### src/sxsf_defines.svh
// Register indices, field positions and reset values of the serial port status block
`ifndef SXSF_DEFINES_SVH
`define SXSF_DEFINES_SVH

// ============================================================
// Register indices (byte address is four times the index)
`define SXSF_IDX_422_STAT   10'h13e
`define SXSF_IDX_422_CNT    10'h13f
`define SXSF_IDX_232_STAT   10'h188
`define SXSF_IDX_232_CNT    10'h189
`define SXSF_IDX_232_TLINK  10'h18a
`define SXSF_IDX_CTRL       10'h1a0
`define SXSF_IDX_CMD        10'h1a1
`define SXSF_IDX_IRQ_STAT   10'h1a2
`define SXSF_IDX_IRQ_MASK   10'h1a3

// ============================================================
// RS-422A status word fields
`define SXSF_B422_PARITY    2
`define SXSF_B422_FRAMING   3
`define SXSF_B422_OVERRUN   4
`define SXSF_B422_TIMEOUT   5
`define SXSF_B422_COMM_ERR  8
`define SXSF_B422_SEND_RDY  9
`define SXSF_B422_RX_DONE   10
`define SXSF_B422_RX_OVF    11
`define SXSF_B422_CFG_BUSY  15

// ============================================================
// RS-232C status word fields
`define SXSF_B232_COMM_ERR  4
`define SXSF_B232_SEND_RDY  5
`define SXSF_B232_RX_DONE   6
`define SXSF_B232_RX_OVF    7
`define SXSF_B232_CFG_BUSY  12

// ============================================================
// Control, command and interrupt fields
`define SXSF_CTRL_422_EN    0
`define SXSF_CTRL_232_EN    1
`define SXSF_CMD_422_RST    0
`define SXSF_CMD_232_RST    1
`define SXSF_IRQ_422_DONE   0
`define SXSF_IRQ_422_OVF    1
`define SXSF_IRQ_422_ERR    2
`define SXSF_IRQ_232_DONE   3
`define SXSF_IRQ_232_OVF    4
`define SXSF_IRQ_232_ERR    5
`define SXSF_IRQ_W          6

// ============================================================
// Reset values
`define SXSF_RST_CTRL       2'h0
`define SXSF_RST_MASK       6'h00
`define SXSF_RST_CNT        16'h0000

`endif

### src/sxsf_pkg.sv
// Types shared by the serial port status block
package sxsf_pkg;

    // Events and levels from one serial port engine
    typedef struct packed {
        logic       rx_byte;
        logic       rx_done;
        logic       rx_ovf;
        logic [3:0] err;
        logic       tx_ready;
        logic       cfg_busy;
    } sxsf_port_ev_t;

    // Status seen by software for one port
    typedef struct packed {
        logic [3:0] err;
        logic       comm_err;
        logic       send_rdy;
        logic       rx_done;
        logic       rx_ovf;
        logic       cfg_busy;
    } sxsf_port_flags_t;

endpackage

### src/sxsf_port.sv
// Per-port status flags and reception byte counter
`timescale 1ns/1ps
`include "sxsf_defines.svh"

module sxsf_port
    import sxsf_pkg::*;
#(
    parameter int CNT_W = 16
) (
    input  wire logic             pclk,
    input  wire logic             presetn,
    input  wire logic             nopro_en,
    input  wire logic             restart,
    input  wire sxsf_port_ev_t    ev,
    output sxsf_port_flags_t      flags,
    output logic [CNT_W-1:0]      count
);

    initial begin
        if (CNT_W < 2 || CNT_W > 32) begin
            $error("sxsf_port: CNT_W out of range");
        end
    end

    // ============================================================
    // Sticky flags: a set in the same cycle as a restart wins
    wire             byte_hit  = ev.rx_byte & nopro_en;
    wire             done_hit  = ev.rx_done & nopro_en;
    wire             ovf_hit   = ev.rx_ovf & nopro_en;
    wire             any_err   = |ev.err;
    wire [3:0]       err_d     = (flags.err & {4{~restart}}) | ev.err;
    wire             comm_d    = (flags.comm_err & ~restart) | any_err;
    wire             done_d    = (flags.rx_done & ~restart) | done_hit;
    wire             ovf_d     = (flags.rx_ovf & ~restart) | ovf_hit;
    // Counter moves with each byte so it is final when done sets
    wire [CNT_W-1:0] cnt_inc   = count + {{(CNT_W-1){1'b0}}, 1'b1};
    wire [CNT_W-1:0] cnt_base  = restart ? '0 : count;
    wire [CNT_W-1:0] cnt_bump  = restart ? {{(CNT_W-1){1'b0}}, 1'b1} : cnt_inc;
    wire [CNT_W-1:0] count_d   = byte_hit ? cnt_bump : cnt_base;

    always_ff @(posedge pclk or negedge presetn) begin
        if (!presetn) begin
            flags <= '0;
            count <= '0;
        end else begin
            flags.err      <= err_d;
            flags.comm_err <= comm_d;
            flags.rx_done  <= done_d;
            flags.rx_ovf   <= ovf_d;
            flags.send_rdy <= ev.tx_ready & nopro_en;
            flags.cfg_busy <= ev.cfg_busy;
            count          <= count_d;
        end
    end

endmodule

### src/sxsf_top.sv
// Serial port status flags, reception counters and terminal link flags behind APB
//
// Overview of operation
// - RS-422A reception-completed bit sets when a no-protocol reception finishes.
// - RS-422A overflow bit sets when no-protocol reception data overflows.
// - RS-422A settings-changing bit high only while port settings change.
// - RS-422A 16-bit binary count of no-protocol bytes received, readable.
// - RS-232C communications-error bit sets on any port communication error.
// - RS-232C send-ready bit high while no-protocol port can accept data.
// - RS-232C reception-completed bit sets when a no-protocol reception finishes.
// - RS-232C overflow bit sets when no-protocol reception data overflows.
// - RS-232C settings-changing bit high only while port settings change.
// - RS-232C 16-bit binary count of no-protocol bytes received, readable.
// - Eight bits show which operator terminal units the RS-232C port serves.
// - Upper byte bits show which operator terminal unit holds priority.
// - RS-422A separate parity, framing, overrun and timeout error bits.
// - RS-422A communications-error bit sets on any port communication error.
// - RS-422A send-ready bit high while no-protocol port can accept data.
//
// Our own choice: register access over APB.
`timescale 1ns/1ps
`include "sxsf_defines.svh"

module sxsf_top
    import sxsf_pkg::*;
#(
    parameter int CNT_W = 16
) (
    input  wire logic             pclk,
    input  wire logic             presetn,
    input  wire logic             psel,
    input  wire logic             penable,
    input  wire logic             pwrite,
    input  wire logic [11:0]      paddr,
    input  wire logic [31:0]      pwdata,
    input  wire logic [3:0]       pstrb,
    output logic                  pready,
    output logic [31:0]           prdata,
    output logic                  pslverr,
    input  wire sxsf_port_ev_t    ev_422,
    input  wire sxsf_port_ev_t    ev_232,
    input  wire logic [7:0]       operator_terminal_comm,
    input  wire logic [7:0]       operator_terminal_prio,
    output logic                  irq
);

    initial begin
        if (CNT_W != 16) begin
            $error("sxsf_top: reception counters are 16 bits wide");
        end
    end

    // ============================================================
    // APB decode
    wire [9:0]  idx        = paddr[11:2];
    wire        aligned    = (paddr[1:0] == 2'b00);
    wire        setup      = psel & ~penable;
    wire        access     = psel & penable;
    wire        hit_422s   = aligned && (idx == `SXSF_IDX_422_STAT);
    wire        hit_422c   = aligned && (idx == `SXSF_IDX_422_CNT);
    wire        hit_232s   = aligned && (idx == `SXSF_IDX_232_STAT);
    wire        hit_232c   = aligned && (idx == `SXSF_IDX_232_CNT);
    wire        hit_tlink  = aligned && (idx == `SXSF_IDX_232_TLINK);
    wire        hit_ctrl   = aligned && (idx == `SXSF_IDX_CTRL);
    wire        hit_cmd    = aligned && (idx == `SXSF_IDX_CMD);
    wire        hit_istat  = aligned && (idx == `SXSF_IDX_IRQ_STAT);
    wire        hit_imask  = aligned && (idx == `SXSF_IDX_IRQ_MASK);
    wire        hit_any    = hit_422s | hit_422c | hit_232s | hit_232c | hit_tlink |
                             hit_ctrl | hit_cmd | hit_istat | hit_imask;
    // Writes take effect at the access edge only; status words ignore writes
    wire        wr_en      = access & pwrite & pstrb[0];
    wire        wr_ctrl    = wr_en & hit_ctrl;
    wire        wr_cmd     = wr_en & hit_cmd;
    wire        wr_istat   = wr_en & hit_istat;
    wire        wr_imask   = wr_en & hit_imask;

    // ============================================================
    // Control and command
    logic [1:0]              ctrl_q;
    logic [`SXSF_IRQ_W-1:0]  imask_q;
    logic [`SXSF_IRQ_W-1:0]  istat_q;
    logic [7:0]              tl_comm_q;
    logic [7:0]              tl_prio_q;

    wire        en_422     = ctrl_q[`SXSF_CTRL_422_EN];
    wire        en_232     = ctrl_q[`SXSF_CTRL_232_EN];
    wire        rst_422    = wr_cmd & pwdata[`SXSF_CMD_422_RST];
    wire        rst_232    = wr_cmd & pwdata[`SXSF_CMD_232_RST];

    // ============================================================
    // Port engines
    sxsf_port_flags_t        fl_422;
    sxsf_port_flags_t        fl_232;
    logic [CNT_W-1:0]        cnt_422;
    logic [CNT_W-1:0]        cnt_232;

    sxsf_port #(
        .CNT_W   (CNT_W)
    ) u_port_422 (
        .pclk     (pclk),
        .presetn  (presetn),
        .nopro_en (en_422),
        .restart  (rst_422),
        .ev       (ev_422),
        .flags    (fl_422),
        .count    (cnt_422)
    );

    sxsf_port #(
        .CNT_W   (CNT_W)
    ) u_port_232 (
        .pclk     (pclk),
        .presetn  (presetn),
        .nopro_en (en_232),
        .restart  (rst_232),
        .ev       (ev_232),
        .flags    (fl_232),
        .count    (cnt_232)
    );

    // ============================================================
    // Status words
    logic [15:0] stat_422;
    logic [15:0] stat_232;

    always_comb begin
        stat_422 = 16'h0000;
        stat_422[`SXSF_B422_PARITY]   = fl_422.err[0];
        stat_422[`SXSF_B422_FRAMING]  = fl_422.err[1];
        stat_422[`SXSF_B422_OVERRUN]  = fl_422.err[2];
        stat_422[`SXSF_B422_TIMEOUT]  = fl_422.err[3];
        stat_422[`SXSF_B422_COMM_ERR] = fl_422.comm_err;
        stat_422[`SXSF_B422_SEND_RDY] = fl_422.send_rdy;
        stat_422[`SXSF_B422_RX_DONE]  = fl_422.rx_done;
        stat_422[`SXSF_B422_RX_OVF]   = fl_422.rx_ovf;
        stat_422[`SXSF_B422_CFG_BUSY] = fl_422.cfg_busy;
    end

    always_comb begin
        stat_232 = 16'h0000;
        stat_232[`SXSF_B232_COMM_ERR] = fl_232.comm_err;
        stat_232[`SXSF_B232_SEND_RDY] = fl_232.send_rdy;
        stat_232[`SXSF_B232_RX_DONE]  = fl_232.rx_done;
        stat_232[`SXSF_B232_RX_OVF]   = fl_232.rx_ovf;
        stat_232[`SXSF_B232_CFG_BUSY] = fl_232.cfg_busy;
    end

    // Unit bits in low byte, priority holder in high byte
    wire [15:0] tlink_word = {tl_prio_q, tl_comm_q};

    // ============================================================
    // Interrupt events: rising edges of the sticky port flags
    logic [`SXSF_IRQ_W-1:0]  src_q;
    logic [`SXSF_IRQ_W-1:0]  src_now;

    always_comb begin
        src_now = '0;
        src_now[`SXSF_IRQ_422_DONE] = fl_422.rx_done;
        src_now[`SXSF_IRQ_422_OVF]  = fl_422.rx_ovf;
        src_now[`SXSF_IRQ_422_ERR]  = fl_422.comm_err;
        src_now[`SXSF_IRQ_232_DONE] = fl_232.rx_done;
        src_now[`SXSF_IRQ_232_OVF]  = fl_232.rx_ovf;
        src_now[`SXSF_IRQ_232_ERR]  = fl_232.comm_err;
    end

    wire [`SXSF_IRQ_W-1:0] irq_set   = src_now & ~src_q;
    wire [`SXSF_IRQ_W-1:0] irq_clr   = wr_istat ? pwdata[`SXSF_IRQ_W-1:0] : '0;
    // New event beats a write-one-to-clear in the same cycle
    wire [`SXSF_IRQ_W-1:0] istat_d   = (istat_q & ~irq_clr) | irq_set;

    assign irq = |(istat_q & imask_q);

    // ============================================================
    // Read mux, sampled at setup so data is ready in the access phase
    logic [31:0] rd_mux;

    always_comb begin
        rd_mux = 32'h0000_0000;
        if (hit_422s) begin
            rd_mux[15:0] = stat_422;
        end else if (hit_422c) begin
            rd_mux[15:0] = cnt_422;
        end else if (hit_232s) begin
            rd_mux[15:0] = stat_232;
        end else if (hit_232c) begin
            rd_mux[15:0] = cnt_232;
        end else if (hit_tlink) begin
            rd_mux[15:0] = tlink_word;
        end else if (hit_ctrl) begin
            rd_mux[1:0] = ctrl_q;
        end else if (hit_istat) begin
            rd_mux[`SXSF_IRQ_W-1:0] = istat_q;
        end else if (hit_imask) begin
            rd_mux[`SXSF_IRQ_W-1:0] = imask_q;
        end
    end

    assign pready = 1'b1;

    // ============================================================
    // Registers
    always_ff @(posedge pclk or negedge presetn) begin
        if (!presetn) begin
            prdata  <= 32'h0000_0000;
            pslverr <= 1'b0;
        end else if (setup) begin
            prdata  <= pwrite ? 32'h0000_0000 : rd_mux;
            pslverr <= ~hit_any;
        end
    end

    always_ff @(posedge pclk or negedge presetn) begin
        if (!presetn) begin
            ctrl_q  <= `SXSF_RST_CTRL;
            imask_q <= `SXSF_RST_MASK;
        end else begin
            if (wr_ctrl) begin
                ctrl_q <= pwdata[1:0];
            end
            if (wr_imask) begin
                imask_q <= pwdata[`SXSF_IRQ_W-1:0];
            end
        end
    end

    always_ff @(posedge pclk or negedge presetn) begin
        if (!presetn) begin
            istat_q <= '0;
            src_q   <= '0;
        end else begin
            istat_q <= istat_d;
            src_q   <= src_now;
        end
    end

    // Terminal link bits have no write path at all; they sample the terminal inputs each edge
    always_ff @(posedge pclk or negedge presetn) begin
        if (!presetn) begin
            tl_comm_q <= 8'h00;
            tl_prio_q <= 8'h00;
        end else begin
            tl_comm_q <= operator_terminal_comm;
            tl_prio_q <= operator_terminal_prio;
        end
    end

endmodule

### config.mk
export PLATFORM = sky130hd
export DESIGN_NAME = sxsf_top
export DESIGN_NICKNAME = d
export VERILOG_FILES = /design/src/sxsf_pkg.sv /design/src/sxsf_port.sv /design/src/sxsf_top.sv
export VERILOG_INCLUDE_DIRS = /design/src
export SDC_FILE = /design/constraint.sdc
export NUM_CORES = 1
export LEC_CHECK = 0
export ABC_CLOCK_PERIOD_IN_PS = 1750
export BUFFER_PORTS_ARGS = -buffer_cell sky130_fd_sc_hd__buf_2
export CELL_PAD_IN_SITES_DETAIL_PLACEMENT = 2
export CELL_PAD_IN_SITES_GLOBAL_PLACEMENT = 2
export CORE_AREA = 2 2 125 127
export DETAILED_ROUTE_END_ITERATION = 12
export DIE_AREA = 0 0 127 129
export PLACE_DENSITY_LB_ADDON = 0.1
export SETUP_SLACK_MARGIN = 0.3
export SLEW_MARGIN = 40
export SYNTH_ARGS = -nofsm -noshare
export SYNTH_HDL_FRONTEND = slang
export SYNTH_SLANG_ARGS = --single-unit
export TNS_END_PERCENT = 50
### constraint.sdc
create_clock -name pclk -period 1.75 [get_ports pclk]
set_input_delay 0.175 -clock pclk [delete_from_list [all_inputs] [get_ports pclk]]
set_output_delay 0.175 -clock pclk [all_outputs]
set_load 0.005 [all_outputs]
-- Yosys cells after proc, flatten, opt, wreduce, memory -nomap -nowiden
Cells that the tools add are included.
- output and inout port bits: 35
- bits in registers: 115
- reduce and logical (&&, ||, !) cells: 15
- equality and inequality tests: 9
- bitwise gates (word level): 50
- mux-type cells: 18
- add/sub/neg operators: 2
- operator list (kind ; count):
    two-way mux 16 bit ; 11
    equality test 10 x 9 -> 1 bit (second input constant) ; 9
    adder 16 x 1 -> 16 bit (second input constant) ; 2
    bitwise AND 1 bit ; 24
    two-way mux 6 bit ; 4
    bitwise AND 6 bit ; 3
    OR 1 bit ; 14
    inverter 6 bit ; 2
    two-way mux 10 bit ; 1
    logical AND 1 bit ; 9
    OR reduction 4 bit ; 2
    OR 6 bit ; 1
    OR reduction 6 bit ; 1
    bitwise AND 4 bit ; 1
    two-way mux 4 bit ; 1
    inverter 1 bit ; 4
    OR 4 bit ; 1
    nonzero test 2 bit ; 2
    logical NOT 2 bit ; 1
    two-way mux 2 bit ; 1

-- Longest topological paths before layout
- depth after elaboration: 11
- depth in mapped cells: 7
- gate-level depth less buffers: 6

-- Hierarchy
From an unflattened synthesis, not the netlist that was laid out.
- cell total of the unflattened synthesis: 474
- area total of the unflattened synthesis: 5029.8 um^2
- by module, submodules not included (module ; instances ; cells an instance ; sequential area each (um^2) ; area each (um^2)):
    sxsf_top ; 1 ; 270 ; 1326.3 ; 2750.1
    sxsf_port ; 2 ; 102 ; 625.6 ; 1139.8

-- Worst setup path before layout
No wires, ideal clock.
- path kind: input-to-reg
- start point: in paddr[1]
- end point: reg prdata[12]
- library setup time: 0.122 ns
- arrival time: 1.860 ns
- data required time: 1.628 ns
- setup slack: -0.232 ns
- path buffers: 1
- stages on the path: 6
- cells stage by stage: or4b_4 or4b_1 buf_2 or3_4 o21ai_1 o21ai_1
- word-level cells in the longest chain between the ends: 8
- ends and longest elaborated chain (element ; RTL line ; source):
    from (decl) ; sxsf_top.sv:34 ; input wire logic [11:0] paddr,
    logical NOT 2 bit (*) ; sxsf_top.sv:56 ; wire aligned = (paddr[1:0] == 2'b00);
    logical AND 1 bit ; sxsf_top.sv:63 ; wire hit_tlink = aligned && (idx == `SXSF_IDX_232_TLINK);
    two-way mux 10 bit ; sxsf_top.sv:187 ; end else if (hit_tlink) begin
    two-way mux 16 bit ; sxsf_top.sv:185 ; end else if (hit_232c) begin
    two-way mux 16 bit ; sxsf_top.sv:183 ; end else if (hit_232s) begin
    two-way mux 16 bit ; sxsf_top.sv:181 ; end else if (hit_422c) begin
    two-way mux 16 bit (*) ; sxsf_top.sv:179 ; if (hit_422s) begin
    two-way mux 16 bit (*) ; sxsf_top.sv:207 ; prdata <= pwrite ? 32'h0000_0000 : rd_mux;
    to (signal assigned) ; sxsf_top.sv:207 ;
    to (decl) ; sxsf_top.sv:38 ; output logic [31:0] prdata,
Every way passes the cells marked *; elsewhere a longest branch is shown, timed or not.
A chain may end at the register's enable or synchronous reset.

-- Final worst setup path
- start point: in paddr[1]
- end point: reg prdata[7]
The elaborated chain is that of the path after synthesis.

==> results.json <==
{
  "outcome": "completed",
  "initial_core_util_pct": 31.4,
  "overflow": 0,
  "final_core_util_pct": 49.1,
  "drtPass1Iterations": 4,
  "max-vdd-ir-drop_uv": 571,
  "wl_per_cell_microns": 23.5,
  "crit_path_cell_trace": "buf_6, or4b_4, or4b_4, or3_4, o21ai_2, o21ai_1",
  "finalHoldViolCount": 0,
  "avgViaCountPerCell": 5.18,
  "fp.dieH_microns": 129,
  "dp_hpwl_mm": 13.1,
  "holdCritStartpoint": "ev_232[3]",
  "r2r-end": "u_port_232.count[11]",
  "max_freq_ghz": 0.571,
  "num_io_pins": 122,
  "antennaDiodeCount": 0,
  "critPathMaxFanout": 3,
  "setup_viol": 0,
  "final_common_cell": "dfrtp_1",
  "maxCapViolCount": 0,
  "ant_nets": 0,
  "max_stage_delay_ns": 0.56,
  "fin_nets": 740,
  "r2r_cells": 4,
  "critPathSlowestCell": "or4b_4",
  "crit_path_start_kind": "input pin",
  "grt_pass1_vias": 4756,
  "synth_top_family_by_area": "simple AND/OR/NAND/NOR gates",
  "critical_path_class": "input pin to flop",
  "synth_edf_count": 0,
  "tritoncts": "done",
  "rsz0062_at_grt": "yes",
  "power.density_nw_per_um2": 686,
  "ys.flop_type": "dfrtp_1",
  "crit_top_cell": "or4b_4",
  "worst_setup_path_end_kind": "flop",
  "ys_seq_area_share_pct": 52.7,
  "rrSetupSlack_ns": 0.05,
  "yosys_warnings": 0,
  "timing.rr.start": "u_port_232.count[0]",
  "synth_xor_xnor_area_share_pct": 5.22,
  "synthSimpleGateAreaFrac_pct": 18.6,
  "ys_types": 51,
  "grt.total_usage_pct": 23.2,
  "drcViolationCount": 0,
  "hold_end": "u_port_232.flags[4]",
  "async_flop_share_pct": 100,
  "portBuffers": 75,
  "cp.arrival_ns": 1.99,
  "die_w_microns": 127,
  "fin_crit_sh_pct": 100,
  "fp-row-count": 45,
  "drtIter0Drc": 206,
  "syn_avg_cell_area_sq_um": 10.1,
  "cts-buffers-inserted": 9,
  "insertion_delay_ns": 0.37,
  "area_growth_pct": 56.4,
  "hold_depth": 3,
  "final_cell_mix": "99 x dfrtp_1, 71 x buf_2, 67 x buf_4",
  "grt_first_pass_wirelength_mm": 28.2,
  "antenna_found_initial": 0,
  "htreeDepth": 3,
  "dp_slack_ns": -0.510,
  "worst_slack_ns": 0.0000222,
  "slew_violations": 0,
  "synth_area_sq_um": 4700,
  "leakage_nw": 3.26,
  "post_dp_cell_area_sq_um": 5770,
  "numClockSinks": 99,
  "syn_inst": 467,
  "synth_top_area_share_pct": 52.7,
  "final.min_clock_period_ns": 1.75,
  "synth_mux_area_share_pct": 3.67,
  "clock_tree.buffer_depth": 2,
  "gp_congestion": 0.846,
  "routed_wl_mm": 19.8,
  "core_area_sq_um": 15000,
  "die_area_sq_um": 16400,
  "hold_class": "input pin to flop",
  "design_area_sq_um": 7360,
  "tns_ns": 0,
  "synth_compound_area_share_pct": 13.4,
  "drive_above_1_share_pct": 46.6,
  "clk_pin_slew_ns": 0.07,
  "vias": 4371,
  "yosys.area_share.adder_pct": 0.532,
  "required_ns": 1.99,
  "ys_top_cells_by_area": "dfrtp_1 53%, nor2_1 3.6%, xnor2_1 3.5%",
  "cts_root_buf": "clkbuf_16",
  "ys_ff_latch": 99,
  "clock_skew_ns": 0.00871,
  "grt_max_degree": 29,
  "total_power_mw": 5.05,
  "synth_top_cell_by_area": "dfrtp_1"
}
what timing repair did:
item / in CTS / in global routing
endpoints found under the setup margin: 74 / 74
gates cloned: 3 / 0
pin swaps: 17 / 57
hold buffers: 19 / 0
setup buffers: 11 / 13
hold endpoints to repair: 42 / 0
gates resized for setup: 71 / 129
flip-flops by register name, summed over array words and instances (netlist names):
register and flops:
istat_q 6, u_port_232.count 16, ctrl_q 2, tl_comm_q 8
tl_prio_q 8, u_port_232.flags 5, src_q 6, u_port_422.count 16
prdata 16, imask_q 6, pslverr 1, u_port_422.flags 9
cells in the mapped netlist, types with 10 or more instances:
master and number:
a21oi_1 20, mux2_2 10, nor2_1 45, xnor2_1 19
clkbuf_1 10, nand2_1 42, dfrtp_1 99, nand3_1 20
inv_1 19, nand2b_1 12, o21ai_0 22, buf_4 19
a22oi_1 17
power by group:
part	internal [mW]	switching [mW]
Clock	1.31	0.972
Combinational	0.182	0.247
Sequential	2.32	0.0197
worst max-delay path by stage:
| stage | start | endpoint | depth (start not counted) |
|---|---|---|---|
| after floorplan | paddr[1] | prdata[12] | 6 |
| after global placement | paddr[1] | istat_q[1] | 6 |
| after global routing | u_port_232.count[1] | u_port_232.count[11] | 4 |
| after CTS | paddr[1] | prdata[7] | 6 |
| final | paddr[1] | prdata[7] | 6 |
| after detailed placement | paddr[1] | istat_q[1] | 6 |
through the flow:
stage	hold WS, ns	std cells
final	0.00569	844
after global routing	0.0124	844
after CTS	0.00215	831
after detailed placement	0.153	782
after global placement	0.149	782
after floorplan	-0.121	482
layout make-up:
class / instances / area (sq um)
Fill cell: 1507 / 7620
Multi-Input combinational cell: 331 / 2720
Sequential cell: 99 / 2480
Timing Repair Buffer: 191 / 1520
Clock buffer: 10 / 239
Tap cell: 188 / 235
Clock inverter: 6 / 95.1
Inverter: 19 / 71.3
cells by family (layout without fill, tap and decap cells):
| family | after synthesis | after routing |
|---|---|---|
| other | 2 | 17 |
| AOI/OAI and AO/OA | 97 | 97 |
| and+or+nand+nor | 171 | 171 |
| buffers and inverters | 52 | 226 |
| muxes | 16 | 16 |
| adders and majority gates | 2 | 2 |
| xor gates and xnor gates | 28 | 28 |
| DFF | 99 | 99 |
layer usage:
layer	track usage [%]	wire (microns)	up-vias	share of wire, %
met4	6.85	598	0	3.0
met2	40.1	10400	118	52
met1	29.6	8080	2263	41
met3	4.62	762	33	3.8
met5	0	0	-	0
li1	-	-	1957	-
worst max-delay path: cells and delay by family:
family          cells  cell delay, ns
simple gates        3            1.46
compound gates      2            0.25
buf+inv             1            0.09
Note: power is estimated with default switching activity, not from simulation.
